===== config.mk =====
export PLATFORM = sky130hd
export DESIGN_NAME = pmt_timer
export DESIGN_NICKNAME = d
export VERILOG_FILES = /design/src/pkg/pmt_pkg.sv /design/src/design/pmt_timer.sv
export SDC_FILE = /design/constraint.sdc
export NUM_CORES = 1
export LEC_CHECK = 0
export BUFFER_PORTS_ARGS = -buffer_cell sky130_fd_sc_hd__buf_2
export CORE_MARGIN = 2
export CORE_UTILIZATION = 50
export CTS_CLUSTER_SIZE = 25
export DETAILED_ROUTE_END_ITERATION = 8
export GPL_TIMING_DRIVEN = 0
export HOLD_SLACK_MARGIN = 0.15
export PLACE_DENSITY = 0.78
export SLEW_MARGIN = 15
export SYNTH_ARGS = -nofsm -noshare
export SYNTH_HDL_FRONTEND = slang
export SYNTH_SLANG_ARGS = --single-unit

===== constraint.sdc =====
create_clock -name clock -period 2.8 [get_ports clock]
set_input_delay 0.56 -clock clock [delete_from_list [all_inputs] [get_ports clock]]
set_output_delay 0.56 -clock clock [all_outputs]
set_load 0.05 [all_outputs]

===== src/pkg/pmt_pkg.sv =====
// package for the period match timer: register map, field layout,
// reset values and timing constants.
// assumes a 250 MHz oscillator clock and an APB slave with 32-bit data.
package pmt_pkg;

  ////////////////////////////////////////////////////////////////////////
  // register byte offsets
  localparam logic [7:0] PMT_OFS_CONTROL = 8'h00;
  localparam logic [7:0] PMT_OFS_COUNT = 8'h04;
  localparam logic [7:0] PMT_OFS_PERIOD = 8'h08;
  localparam logic [7:0] PMT_OFS_IRQ_STATUS = 8'h0C;
  localparam logic [7:0] PMT_OFS_IRQ_MASK = 8'h10;

  ////////////////////////////////////////////////////////////////////////
  // widths and reset values
  localparam int PMT_DATA_W = 8;
  localparam int PMT_PRE_W = 4;
  localparam int PMT_POST_W = 4;
  localparam logic [7:0] PMT_COUNT_RESET = 8'h00;
  localparam logic [7:0] PMT_PERIOD_RESET = 8'hFF;
  localparam logic [6:0] PMT_CONTROL_RESET = 7'h00;

  // prescaler terminal counts: divide by 1, 4 and 16
  localparam logic [3:0] PMT_PRE_TC_DIV1 = 4'h0;
  localparam logic [3:0] PMT_PRE_TC_DIV4 = 4'h3;
  localparam logic [3:0] PMT_PRE_TC_DIV16 = 4'hF;
  localparam logic [1:0] PMT_PRE_SEL_DIV1 = 2'h0;
  localparam logic [1:0] PMT_PRE_SEL_DIV4 = 2'h1;

  // interrupt status and mask bit of the match event
  localparam int PMT_IRQ_MATCH_BIT = 0;

  ////////////////////////////////////////////////////////////////////////
  // timing: oscillator period and instruction clock ratio
  localparam int PMT_OSC_PERIOD_NS = 4;
  localparam int PMT_INSTR_PER_OSC = 4;
  localparam int PMT_INSTR_PERIOD_NS = PMT_OSC_PERIOD_NS * PMT_INSTR_PER_OSC;
  localparam int PMT_INSTR_DIV = PMT_INSTR_PERIOD_NS / PMT_OSC_PERIOD_NS;

  ////////////////////////////////////////////////////////////////////////
  // control register, bit 7 reads as zero
  typedef struct packed {
    logic [3:0] postscaleSelect;
    logic timerOn;
    logic [1:0] prescaleSelect;
  } pmt_control_s;

  // APB access state of the slave
  typedef enum logic [2:0] {
    PMT_BUS_IDLE = 3'b001,
    PMT_BUS_WAIT = 3'b010,
    PMT_BUS_DONE = 3'b100
  } pmt_bus_e;

endpackage


===== src/design/pmt_timer.sv =====
// period match timer: 8-bit count, period compare, prescaler,
// postscaler, latched match flag, APB register access.
// assumes one synchronous clock; apb master keeps its request stable.
//
// Function
// - an 8-bit count register and an 8-bit period register exist
// - count starts at zero, steps once per prescaled instruction tick
// - prescale select 00 divides by 1, 01 by 4, 1x by 16
// - count equal to period gives a match pulse as timer output
// - a match reloads count with zero and steps the postscaler once
// - postscale select 0000 gives 1:1 up to 1111 giving 1:16
// - postscaler reaching its count sets the sticky match flag
// - the flag raises the interrupt only while enabled
// - software reads and writes count and period at any time
// - reset clears count and loads period with all ones
// - count write, control write and reset clear both scalers
// - a control write leaves the count unchanged
// - timer on bit runs the timer when one, stops it when zero
// - the unscaled match pulse is a time base output for pwm
// - the match pulse drives an optional serial shift clock
//
// Added by the designer: the APB interface to the registers and the address map.
module pmt_timer #(
  parameter int INSTR_DIV = pmt_pkg::PMT_INSTR_DIV
) (
  input wire logic clock,
  input wire logic reset,
  input wire logic psel,
  input wire logic penable,
  input wire logic pwrite,
  input wire logic [7:0] paddr,
  input wire logic [31:0] pwdata,
  output logic [31:0] prdata,
  output logic pready,
  output logic pslverr,
  output logic irq,
  output logic matchPulse,
  output logic shiftClock
);
  import pmt_pkg::*;

  localparam int DIV_W = (INSTR_DIV > 1) ? $clog2(INSTR_DIV) : 1;
  localparam logic [DIV_W-1:0] DIV_TC = DIV_W'(INSTR_DIV - 1);

  generate
    if (INSTR_DIV < 1 || INSTR_DIV > 256) begin : g_bad_div
      $error("pmt_timer: INSTR_DIV must lie in 1 to 256");
    end
    if (PMT_PRE_W < 4 || PMT_POST_W < 4) begin : g_bad_scale
      $error("pmt_timer: scaler counters need at least four bits");
    end
  endgenerate

  //////////////////////////////////////////////////////////////////////////
  // state
  pmt_control_s control_reg;
  logic [PMT_DATA_W-1:0] count_reg;
  logic [PMT_DATA_W-1:0] count_next;
  logic [PMT_DATA_W-1:0] period_reg;
  logic [DIV_W-1:0] instrDiv_reg;
  logic [PMT_PRE_W-1:0] pre_reg;
  logic [PMT_PRE_W-1:0] pre_next;
  logic [PMT_POST_W-1:0] post_reg;
  logic [PMT_POST_W-1:0] post_next;
  logic matchFlag_reg;
  logic matchEnable_reg;
  pmt_bus_e bus_reg;
  pmt_bus_e bus_next;

  //////////////////////////////////////////////////////////////////////////
  // bus decode
  wire logic accessEdge = (bus_reg == PMT_BUS_DONE) && psel && penable;
  wire logic wrEdge = accessEdge && pwrite;
  wire logic selControl = (paddr == PMT_OFS_CONTROL);
  wire logic selCount = (paddr == PMT_OFS_COUNT);
  wire logic selPeriod = (paddr == PMT_OFS_PERIOD);
  wire logic selStatus = (paddr == PMT_OFS_IRQ_STATUS);
  wire logic selMask = (paddr == PMT_OFS_IRQ_MASK);
  wire logic selAny = selControl | selCount | selPeriod | selStatus | selMask;
  wire logic wrControl = wrEdge && selControl;
  wire logic wrCount = wrEdge && selCount;
  wire logic wrPeriod = wrEdge && selPeriod;
  wire logic wrStatus = wrEdge && selStatus;
  wire logic wrMask = wrEdge && selMask;

  // read data is captured at the end of the wait state, on the same edge that raises pready
  wire logic [31:0] readMux =
    selControl ? {24'h000000, 1'b0, control_reg} :
    selCount ? {24'h000000, count_reg} :
    selPeriod ? {24'h000000, period_reg} :
    selStatus ? {31'h00000000, matchFlag_reg} :
    selMask ? {31'h00000000, matchEnable_reg} : 32'h00000000;

  // one wait state keeps prdata, pready and pslverr flip-flop driven
  always_comb begin
    case (bus_reg)
      PMT_BUS_IDLE: bus_next = (psel && penable) ? PMT_BUS_WAIT : PMT_BUS_IDLE;
      PMT_BUS_WAIT: bus_next = PMT_BUS_DONE;
      PMT_BUS_DONE: bus_next = PMT_BUS_IDLE;
      default: bus_next = PMT_BUS_IDLE;
    endcase
  end

  always_ff @(posedge clock) begin
    if (reset) begin
      bus_reg <= PMT_BUS_IDLE;
      pready <= 1'b0;
      pslverr <= 1'b0;
      prdata <= 32'h00000000;
    end else begin
      bus_reg <= bus_next;
      pready <= (bus_next == PMT_BUS_DONE);
      pslverr <= (bus_next == PMT_BUS_DONE) && !selAny;
      if (bus_reg == PMT_BUS_WAIT) begin
        prdata <= pwrite ? 32'h00000000 : readMux;
      end
    end
  end

  //////////////////////////////////////////////////////////////////////////
  // instruction clock enable: a quarter of the oscillator clock
  wire logic instrTick = (instrDiv_reg == DIV_TC);

  always_ff @(posedge clock) begin
    if (reset) begin
      instrDiv_reg <= '0;
    end else begin
      instrDiv_reg <= instrTick ? '0 : instrDiv_reg + DIV_W'(1);
    end
  end

  //////////////////////////////////////////////////////////////////////////
  // prescaler, compare and postscaler
  wire logic [PMT_PRE_W-1:0] preTc =
    (control_reg.prescaleSelect == PMT_PRE_SEL_DIV1) ? PMT_PRE_TC_DIV1 :
    (control_reg.prescaleSelect == PMT_PRE_SEL_DIV4) ? PMT_PRE_TC_DIV4 :
    PMT_PRE_TC_DIV16;
  wire logic runTick = control_reg.timerOn && instrTick;
  wire logic scalerClear = wrCount || wrControl;
  // a count or control write swallows the tick of its cycle; the count holds or takes the written value
  wire logic timerTick = runTick && (pre_reg == preTc) && !scalerClear;
  wire logic isMatch = (count_reg == period_reg);
  wire logic matchEvent = timerTick && isMatch;
  wire logic postDone = (post_reg == control_reg.postscaleSelect);
  wire logic flagSet = matchEvent && postDone && !wrCount && !wrControl;

  always_comb begin
    count_next = count_reg;
    pre_next = pre_reg;
    post_next = post_reg;
    if (wrCount) begin
      count_next = pwdata[PMT_DATA_W-1:0];
    end else if (matchEvent) begin
      count_next = PMT_COUNT_RESET;
    end else if (timerTick) begin
      count_next = count_reg + PMT_DATA_W'(1);
    end
    if (scalerClear) begin
      pre_next = '0;
      post_next = '0;
    end else begin
      if (runTick) begin
        pre_next = (pre_reg == preTc) ? '0 : pre_reg + PMT_PRE_W'(1);
      end
      if (matchEvent) begin
        post_next = postDone ? '0 : post_reg + PMT_POST_W'(1);
      end
    end
  end

  always_ff @(posedge clock) begin
    if (reset) begin
      count_reg <= PMT_COUNT_RESET;
      period_reg <= PMT_PERIOD_RESET;
      pre_reg <= '0;
      post_reg <= '0;
    end else begin
      count_reg <= count_next;
      pre_reg <= pre_next;
      post_reg <= post_next;
      if (wrPeriod) begin
        period_reg <= pwdata[PMT_DATA_W-1:0];
      end
    end
  end

  //////////////////////////////////////////////////////////////////////////
  // control, flag and mask
  always_ff @(posedge clock) begin
    if (reset) begin
      control_reg <= PMT_CONTROL_RESET;
      matchFlag_reg <= 1'b0;
      matchEnable_reg <= 1'b0;
    end else begin
      if (wrControl) begin
        control_reg <= pwdata[6:0];
      end
      if (wrMask) begin
        matchEnable_reg <= pwdata[PMT_IRQ_MATCH_BIT];
      end
      // a flag-setting match at the postscaler terminal wins over a write-one clear in the same cycle
      if (flagSet) begin
        matchFlag_reg <= 1'b1;
      end else if (wrStatus && pwdata[PMT_IRQ_MATCH_BIT]) begin
        matchFlag_reg <= 1'b0;
      end
    end
  end

  //////////////////////////////////////////////////////////////////////////
  // outputs
  always_ff @(posedge clock) begin
    if (reset) begin
      irq <= 1'b0;
      matchPulse <= 1'b0;
      shiftClock <= 1'b0;
    end else begin
      irq <= matchFlag_reg && matchEnable_reg;
      matchPulse <= matchEvent;
      // one full shift clock period spans two matches
      if (matchEvent) begin
        shiftClock <= !shiftClock;
      end
    end
  end
endmodule // pmt_timer


==> results of run 1 <==
power groups by stage:
stage          Combinational (W)  Sequential (W)  Clock, W
4_1_cts                 0.000159        0.000732  0.000472
2_1_floorplan           0.000126        0.000749         0
5_1_grt                 0.000170        0.000733  0.000507
6_report                0.000162        0.000732  0.000468
3_5_place_dp            0.000159        0.000749         0
3_3_place_gp            0.000158        0.000749         0
logic make-up (layout without fill, tap and decap cells):
group / count (synthesis) / after routing / share of synthesized area
AND/OR/NAND/NOR: 134 / 134 / 0.2606
AO/OA/AOI/OAI: 66 / 66 / 0.1651
flip-flops: 51 / 51 / 0.3731
buffers and inverters: 46 / 86 / 0.1097
XOR/XNOR: 20 / 20 / 0.06402
adder cells (fa/ha/maj): 4 / 4 / 0.01829
multiplexers: 2 / 2 / 0.007773
other: 1 / 24 / 0.001370
cell type report:
class / count / area (µm²)
Buffer: 41 / 281.5
Clock buffer: 8 / 100.1
Fill cell: 481 / 2034
Inverter: 5 / 18.77
Multi-Input combinational cell: 250 / 1501
Sequential cell: 51 / 1021
Tap cell: 70 / 87.58
Timing Repair Buffer: 32 / 160.2
stage by stage:
stage            util  instances  hold WS, ps
2_1_floorplan       -        347        408.4
3_3_place_gp   0.5899        449        417.7
3_5_place_dp   0.5899        449        437.9
4_1_cts        0.6091        457        450.5
5_1_grt        0.6091        457        471.2
6_report       0.6091        457        442.0
critical path, stage by stage (launching register included):
cell and delay [ps]:
sky130_fd_sc_hd__dfxtp_1 470, sky130_fd_sc_hd__xor2_1 110, sky130_fd_sc_hd__nor4_1 780, sky130_fd_sc_hd__nand2_2 310
sky130_fd_sc_hd__o31ai_1 590, sky130_fd_sc_hd__a21oi_1 80
path summary, 6_finish.rpt:
| kind | slack, ps | cells after the start | endpoint | startpoint |
|---|---|---|---|---|
| max | 320 | 5 | post_reg[2]$_SDFFE_PP0N_ | count_reg[1]$_SDFFE_PP0P_ |
| min | 440 | 1 | instrDiv_reg[0]$_SDFF_PP0_ | instrDiv_reg[0]$_SDFF_PP0_ |
| max reg2reg | 320 | 5 | post_reg[2]$_SDFFE_PP0N_ | count_reg[1]$_SDFFE_PP0P_ |
| min reg2reg | 440 | 1 | instrDiv_reg[0]$_SDFF_PP0_ | instrDiv_reg[0]$_SDFF_PP0_ |
cell usage after synthesis (2+ instances only):
cell / instances
sky130_fd_sc_hd__nor3b_1: 2
sky130_fd_sc_hd__a31oi_1: 4
sky130_fd_sc_hd__a221oi_1: 7
sky130_fd_sc_hd__nor2_1: 23
sky130_fd_sc_hd__a211oi_1: 2
sky130_fd_sc_hd__xnor2_1: 7
sky130_fd_sc_hd__dfxtp_1: 51
sky130_fd_sc_hd__and3_2: 2
sky130_fd_sc_hd__a21oi_1: 19
sky130_fd_sc_hd__or4_1: 3
sky130_fd_sc_hd__nand3b_1: 10
sky130_fd_sc_hd__buf_4: 25
sky130_fd_sc_hd__nor3_1: 10
sky130_fd_sc_hd__nand4_1: 5
sky130_fd_sc_hd__o31ai_1: 3
sky130_fd_sc_hd__a21o_1: 2
sky130_fd_sc_hd__nor4_1: 2
sky130_fd_sc_hd__a2bb2oi_1: 6
sky130_fd_sc_hd__nand2_1: 40
sky130_fd_sc_hd__nand3_1: 18
sky130_fd_sc_hd__xor2_1: 13
sky130_fd_sc_hd__buf_2: 4
sky130_fd_sc_hd__or3_2: 3
sky130_fd_sc_hd__inv_1: 5
sky130_fd_sc_hd__o21ai_0: 13
sky130_fd_sc_hd__ha_1: 4
sky130_fd_sc_hd__and2_1: 4
sky130_fd_sc_hd__clkbuf_1: 8
per-layer routing:
metal  wire length [µm]  vias to the layer above  GRT usage
met2               3174                       90     0.3681
li1                   -                     1236          -
met1               2797                     1177     0.2847
met3                583                       13    0.04767
met5                  0                        -          0
met4                112                        0    0.09123
==> run_results.csv, run 1 <==
group,metric,value,unit
worst_hold_path,hold_class,"register to register",
cells_and_area,stdcell_area,3171,µm²
detailed_routing,routed_wire_length_per_instance,14.59,µm
worst_setup_path,cp_data_required_time,2970,ps
logic_synthesis,synthDominantAreaCellType,"sky130_fd_sc_hd__dfxtp_1",
detailed_routing,routed-via-count,2516,
place,hpwlAfterDp,4.990,mm
cells_and_area,area_delta_synth_final,15.87,%
clock_tree,post_cts_resized,0,
floorplan,std_cell_rows,26,
grt,grt_use_total,0.2238,
clock_tree,cts_tree,"done",
timing,clock-skew-final,6.935,ps
floorplan,io_pins,82,
power_and_ir_drop,pwr-share-clk,0.344,
place,place_ws,207.0,ps
logic_synthesis,ys.warnings.count,0,
timing,min_period_over_period,0.8855,
cells_and_area,most_frequent_cells_in_the_layout,"51 x sky130_fd_sc_hd__dfxtp_1, 40 x sky130_fd_sc_hd__nand2_1, 36 x sky130_fd_sc_hd__buf_2",
power_and_ir_drop,power_per_cell_area,429.6,nW/µm²
timing,final.setup.worst_slack,320.7,ps
clock_tree,cts_made_buffers,5,
worst_setup_path,setup_crit_path_kind,"register to register",
detailed_routing,routed_wirelength,6.668,mm
grt,grt_max_degree,15,
floorplan,die_h,77.98,µm
logic_synthesis,synth_sequential_area_ratio,0.3731,
timing,rsz0062_at_grt,"false",
power_and_ir_drop,power.leakage,1.285,nW
detailed_routing,drc,0,
timing,relative_slew_slack,0.2886,
clock_tree,root_buffer,"sky130_fd_sc_hd__clkbuf_8",
logic_synthesis,async_flop_share,0,
grt,antenna_violations_before_repair,0,
logic_synthesis,synth_area_per_cell,8.446,µm²
power_and_ir_drop,internal-power,0.001004,W
floorplan,floorplan.initialDensity,0.5257,
cells_and_area,drive_gt1_frac,0.2248,
timing,timing.final.hold_violations,0,
grt,grt_pass1_wl,10.79,mm
grt,first_global_vias,2269,
power_and_ir_drop,combPwrFrac,0.119,
floorplan,floorplan.die_area,6081,µm²
logic_synthesis,synth.area.top_cells,"sky130_fd_sc_hd__dfxtp_1 37%, sky130_fd_sc_hd__buf_4 6.9%, sky130_fd_sc_hd__nand2_1 5.5%",
power_and_ir_drop,total_power,0.001362,W
timing,report.final.slew_viol_count,0,
grt,grt.overflow.total,0,
logic_synthesis,synth_flop_cell,"sky130_fd_sc_hd__dfxtp_1",
worst_setup_path,cp_max_fo,10,
logic_synthesis,syn_inst,324,
floorplan,chipWidth,77.98,µm
clock_tree,clkLatencyLatePin,310,ps
clock_tree,h-tree-depth,2,
logic_synthesis,ys_seq_elements,51,
cells_and_area,nNetsFinal,435,
power_and_ir_drop,power.share.sequential,0.537,
worst_setup_path,cp-end-kind,"register",
power_and_ir_drop,power_switching_share,0.2631,
timing,max_clock_freq,0.4033,GHz
power_and_ir_drop,net-switching-power,0.0003583,W
detailed_routing,first_pass_iters,4,
clock_tree,clk_pin_slew,90,ps
worst_setup_path,setup.worst_path.start_class,"register",
clock_tree,clock-sinks,51,
timing,post-route-min-period,2479,ps
clock_tree,cts.hold.buffers_added,0,
clock_tree,postCtsSetupBuffers,0,
cells_and_area,antenna_cells,0,
run_status,outcome,"finished clean",
logic_synthesis,syn_area,2736,µm²
timing,tns,0,ps
place,place_congestion,0.8556,
cells_and_area,layout.cells.most_common,"sky130_fd_sc_hd__dfxtp_1",
timing,tightestPinTransition,1061,ps
worst_setup_path,cp_data_arrival_time,2650,ps
floorplan,fp.coreArea,5205,µm²
clock_tree,clockBufferDepth,2,
power_and_ir_drop,irDropWorstVdd,0.2763,mV
logic_synthesis,synth_top_area_frac,0.3731,
logic_synthesis,yosys.cell_types.count,57,
run,cap_viol_max_count,0,
detailed_routing,ant_nets,0,
detailed_routing,route.detailed.vias_per_inst,5.505,
logic_synthesis,synth-edff-count,0,
timing,setup_violators_final,0,
place,dpl_cell_area,3070,µm²
detailed_routing,initialDrtViolationCount,135,
place,portBuffers,32,
Note: power is estimated with default switching activity, not from simulation.
==> run 2, diff against run 1 <==
RECOVER_POWER = 25   (was default)
==> run 2 against run 1 <==
  * Die area did not move
  * Sequential cell count unchanged
  * Critical path depth unchanged
  * Fmax is 0.54% higher
  * Global-route usage unchanged
  * Clock power is essentially flat
  * Non-clock buffer count is the same
  * Hold slack is essentially flat
  * Utilization decreased by 0.36 points
  * Critical endpoint unchanged
  * Largest power group unchanged
==> run_results.csv, run 2 (synthesized netlist as in run 1, its figures left out) <==
group,metric,value,unit
power_and_ir_drop,irDropWorstVdd,0.2750,mV
cells_and_area,antenna_cells,0,
grt,grt.overflow.total,0,
place,dpl_cell_area,3070,µm²
grt,grt_pass1_wl,10.79,mm
floorplan,floorplan.die_area,6081,µm²
cells_and_area,nNetsFinal,435,
worst_setup_path,critPathSlowestCell,"sky130_fd_sc_hd__nor4_1",
timing,min_period_over_period,0.8807,
worst_hold_path,hold_path_endpoint,"instrDiv_reg[0]$_SDFF_PP0_",
floorplan,fp.coreArea,5205,µm²
clock_tree,postCtsSetupBuffers,0,
timing,relative_slew_slack,0.2804,
clock_tree,post_cts_resized,0,
worst_setup_path,cp_data_required_time,2970,ps
worst_setup_path,timing.critical_path.buf_inv,0,
worst_setup_path,worst-r2r-setup-slack,330,ps
timing,tightestPinTransition,1073,ps
worst_setup_path,cp_cell_sequence,"xor2_1 -> nor4_1 -> nand2_2 -> o31ai_1 -> a21oi_1",
timing,clock-skew-final,6.347,ps
detailed_routing,first_pass_iters,4,
floorplan,std_cell_rows,26,
clock_tree,clock-sinks,51,
worst_hold_path,min_from,"instrDiv_reg[0]$_SDFF_PP0_",
worst_setup_path,timing.reg2reg.worst_path_depth,5,
worst_setup_path,cp_max_fo,10,
clock_tree,root_buffer,"sky130_fd_sc_hd__clkbuf_8",
worst_setup_path,critical_path.reg2reg.endpoint,"post_reg[2]$_SDFFE_PP0N_",
timing,report.final.slew_viol_count,0,
worst_setup_path,cp-end-kind,"register",
detailed_routing,routed-via-count,2525,
place,portBuffers,32,
detailed_routing,ant_nets,0,
detailed_routing,routed_wire_length_per_instance,14.47,µm
worst_setup_path,timing.rr.start,"count_reg[1]$_SDFFE_PP0P_",
clock_tree,clkLatencyLatePin,310,ps
clock_tree,clockBufferDepth,2,
power_and_ir_drop,power.leakage,1.229,nW
cells_and_area,drive_gt1_frac,0.1912,
grt,grt_use_total,0.2238,
worst_setup_path,critPathLaunch,"count_reg[1]$_SDFFE_PP0P_",
worst_hold_path,hold_class,"register to register",
timing,rsz0062_at_grt,"false",
detailed_routing,initialDrtViolationCount,125,
timing,max_clock_freq,0.4055,GHz
worst_setup_path,slowest_delay,770,ps
worst_setup_path,cp_data_arrival_time,2640,ps
run_status,outcome,"finished clean",
cells_and_area,area_delta_synth_final,15.18,%
cells_and_area,most_frequent_cells_in_the_layout,"51 x sky130_fd_sc_hd__dfxtp_1, 40 x sky130_fd_sc_hd__nand2_1, 24 x sky130_fd_sc_hd__buf_2, 24 x sky130_fd_sc_hd__buf_4, 24 x sky130_fd_sc_hd__conb_1",
grt,grt_max_degree,15,
place,place_ws,207.0,ps
detailed_routing,drc,0,
timing,tns,0,ps
detailed_routing,route.detailed.vias_per_inst,5.525,
timing,setup_violators_final,0,
worst_setup_path,worst_path_dominant_cell_family,"simple AND/OR/NAND/NOR gates",
grt,first_global_vias,2269,
worst_setup_path,setup_crit_path_kind,"register to register",
floorplan,io_pins,82,
clock_tree,clk_pin_slew,90,ps
cells_and_area,layout.cells.most_common,"sky130_fd_sc_hd__dfxtp_1",
timing,post-route-min-period,2466,ps
clock_tree,cts_made_buffers,5,
timing,timing.final.hold_violations,0,
worst_setup_path,setup.worst_path.start_class,"register",
run,cap_viol_max_count,0,
clock_tree,cts.hold.buffers_added,0,
floorplan,floorplan.initialDensity,0.5257,
clock_tree,cts_tree,"done",
clock_tree,h-tree-depth,2,
worst_hold_path,hold_path_stages,1,
power_and_ir_drop,power_per_cell_area,430.9,nW/µm²
place,place_congestion,0.8556,
place,hpwlAfterDp,4.990,mm
timing,final.setup.worst_slack,333.9,ps
floorplan,chipWidth,77.98,µm
floorplan,die_h,77.98,µm
grt,antenna_violations_before_repair,0,
cells_and_area,stdcell_area,3152,µm²
detailed_routing,routed_wirelength,6.611,mm
-- run 2: changes by cell type in the layout (fill, tap and decap cells not counted) --
| cell | delta |
|---|---|
| sky130_fd_sc_hd__clkbuf_1 | +13 |
| sky130_fd_sc_hd__buf_2 | -12 |
| sky130_fd_sc_hd__buf_4 | -1 |
-- run 2: per-stage QoR --
| stage | power (W) | util | std cells | hold slack [ps] |
|---|---|---|---|---|
| finish | 0.001358 | 0.6055 | 457 | 441.9 |
| global route | 0.001409 | 0.6055 | 457 | 471.2 |
| CTS | 0.001363 | 0.6091 | 457 | 450.5 |
| detailed placement | 0.0009079 | 0.5899 | 449 | 437.9 |
| global placement | 0.0009065 | 0.5899 | 449 | 417.7 |
| floorplan | 0.0008753 | - | 347 | 408.4 |
-- run 2: per-layer routing --
layer	up-vias	global-route usage	share of wire
met1	1169	0.2847	0.41
met2	103	0.3681	0.48
met4	0	0.09123	0.018
met3	15	0.04767	0.090
li1	1238	-	-
met5	-	0	0
-- run 2: final cells by class --
class	count	area [µm²]
plain buffers	41	277.8
clock buffers	8	100.1
fillers	489	2053
inverters	5	18.77
multi-input cells	250	1501
flip-flops and latches	51	1021
well taps	70	87.58
repair buffers	32	145.1
-- run 2: how the worst max path moves through the flow --
stage / depth (start not counted) / to / slack, ps
3_3_place_gp: 8 / control_reg[6]$_SDFFE_PP0P_ / 230
6_report: 5 / post_reg[2]$_SDFFE_PP0N_ / 330
5_1_grt: 5 / post_reg[2]$_SDFFE_PP0N_ / 230
3_5_place_dp: 8 / control_reg[4]$_SDFFE_PP0P_ / 210
4_1_cts: 5 / post_reg[3]$_SDFFE_PP0N_ / 410
2_1_floorplan: 7 / count_reg[6]$_SDFFE_PP0P_ / 500
-- run 2: power by group --
group / switching (W) / internal, W / total, W
clock: 0.000239 / 0.000226 / 0.000465
sequential: 0.00000204 / 0.000730 / 0.000732
combinational: 0.000114 / 0.0000471 / 0.000161
total: 0.000355 / 0.00100 / 0.00136
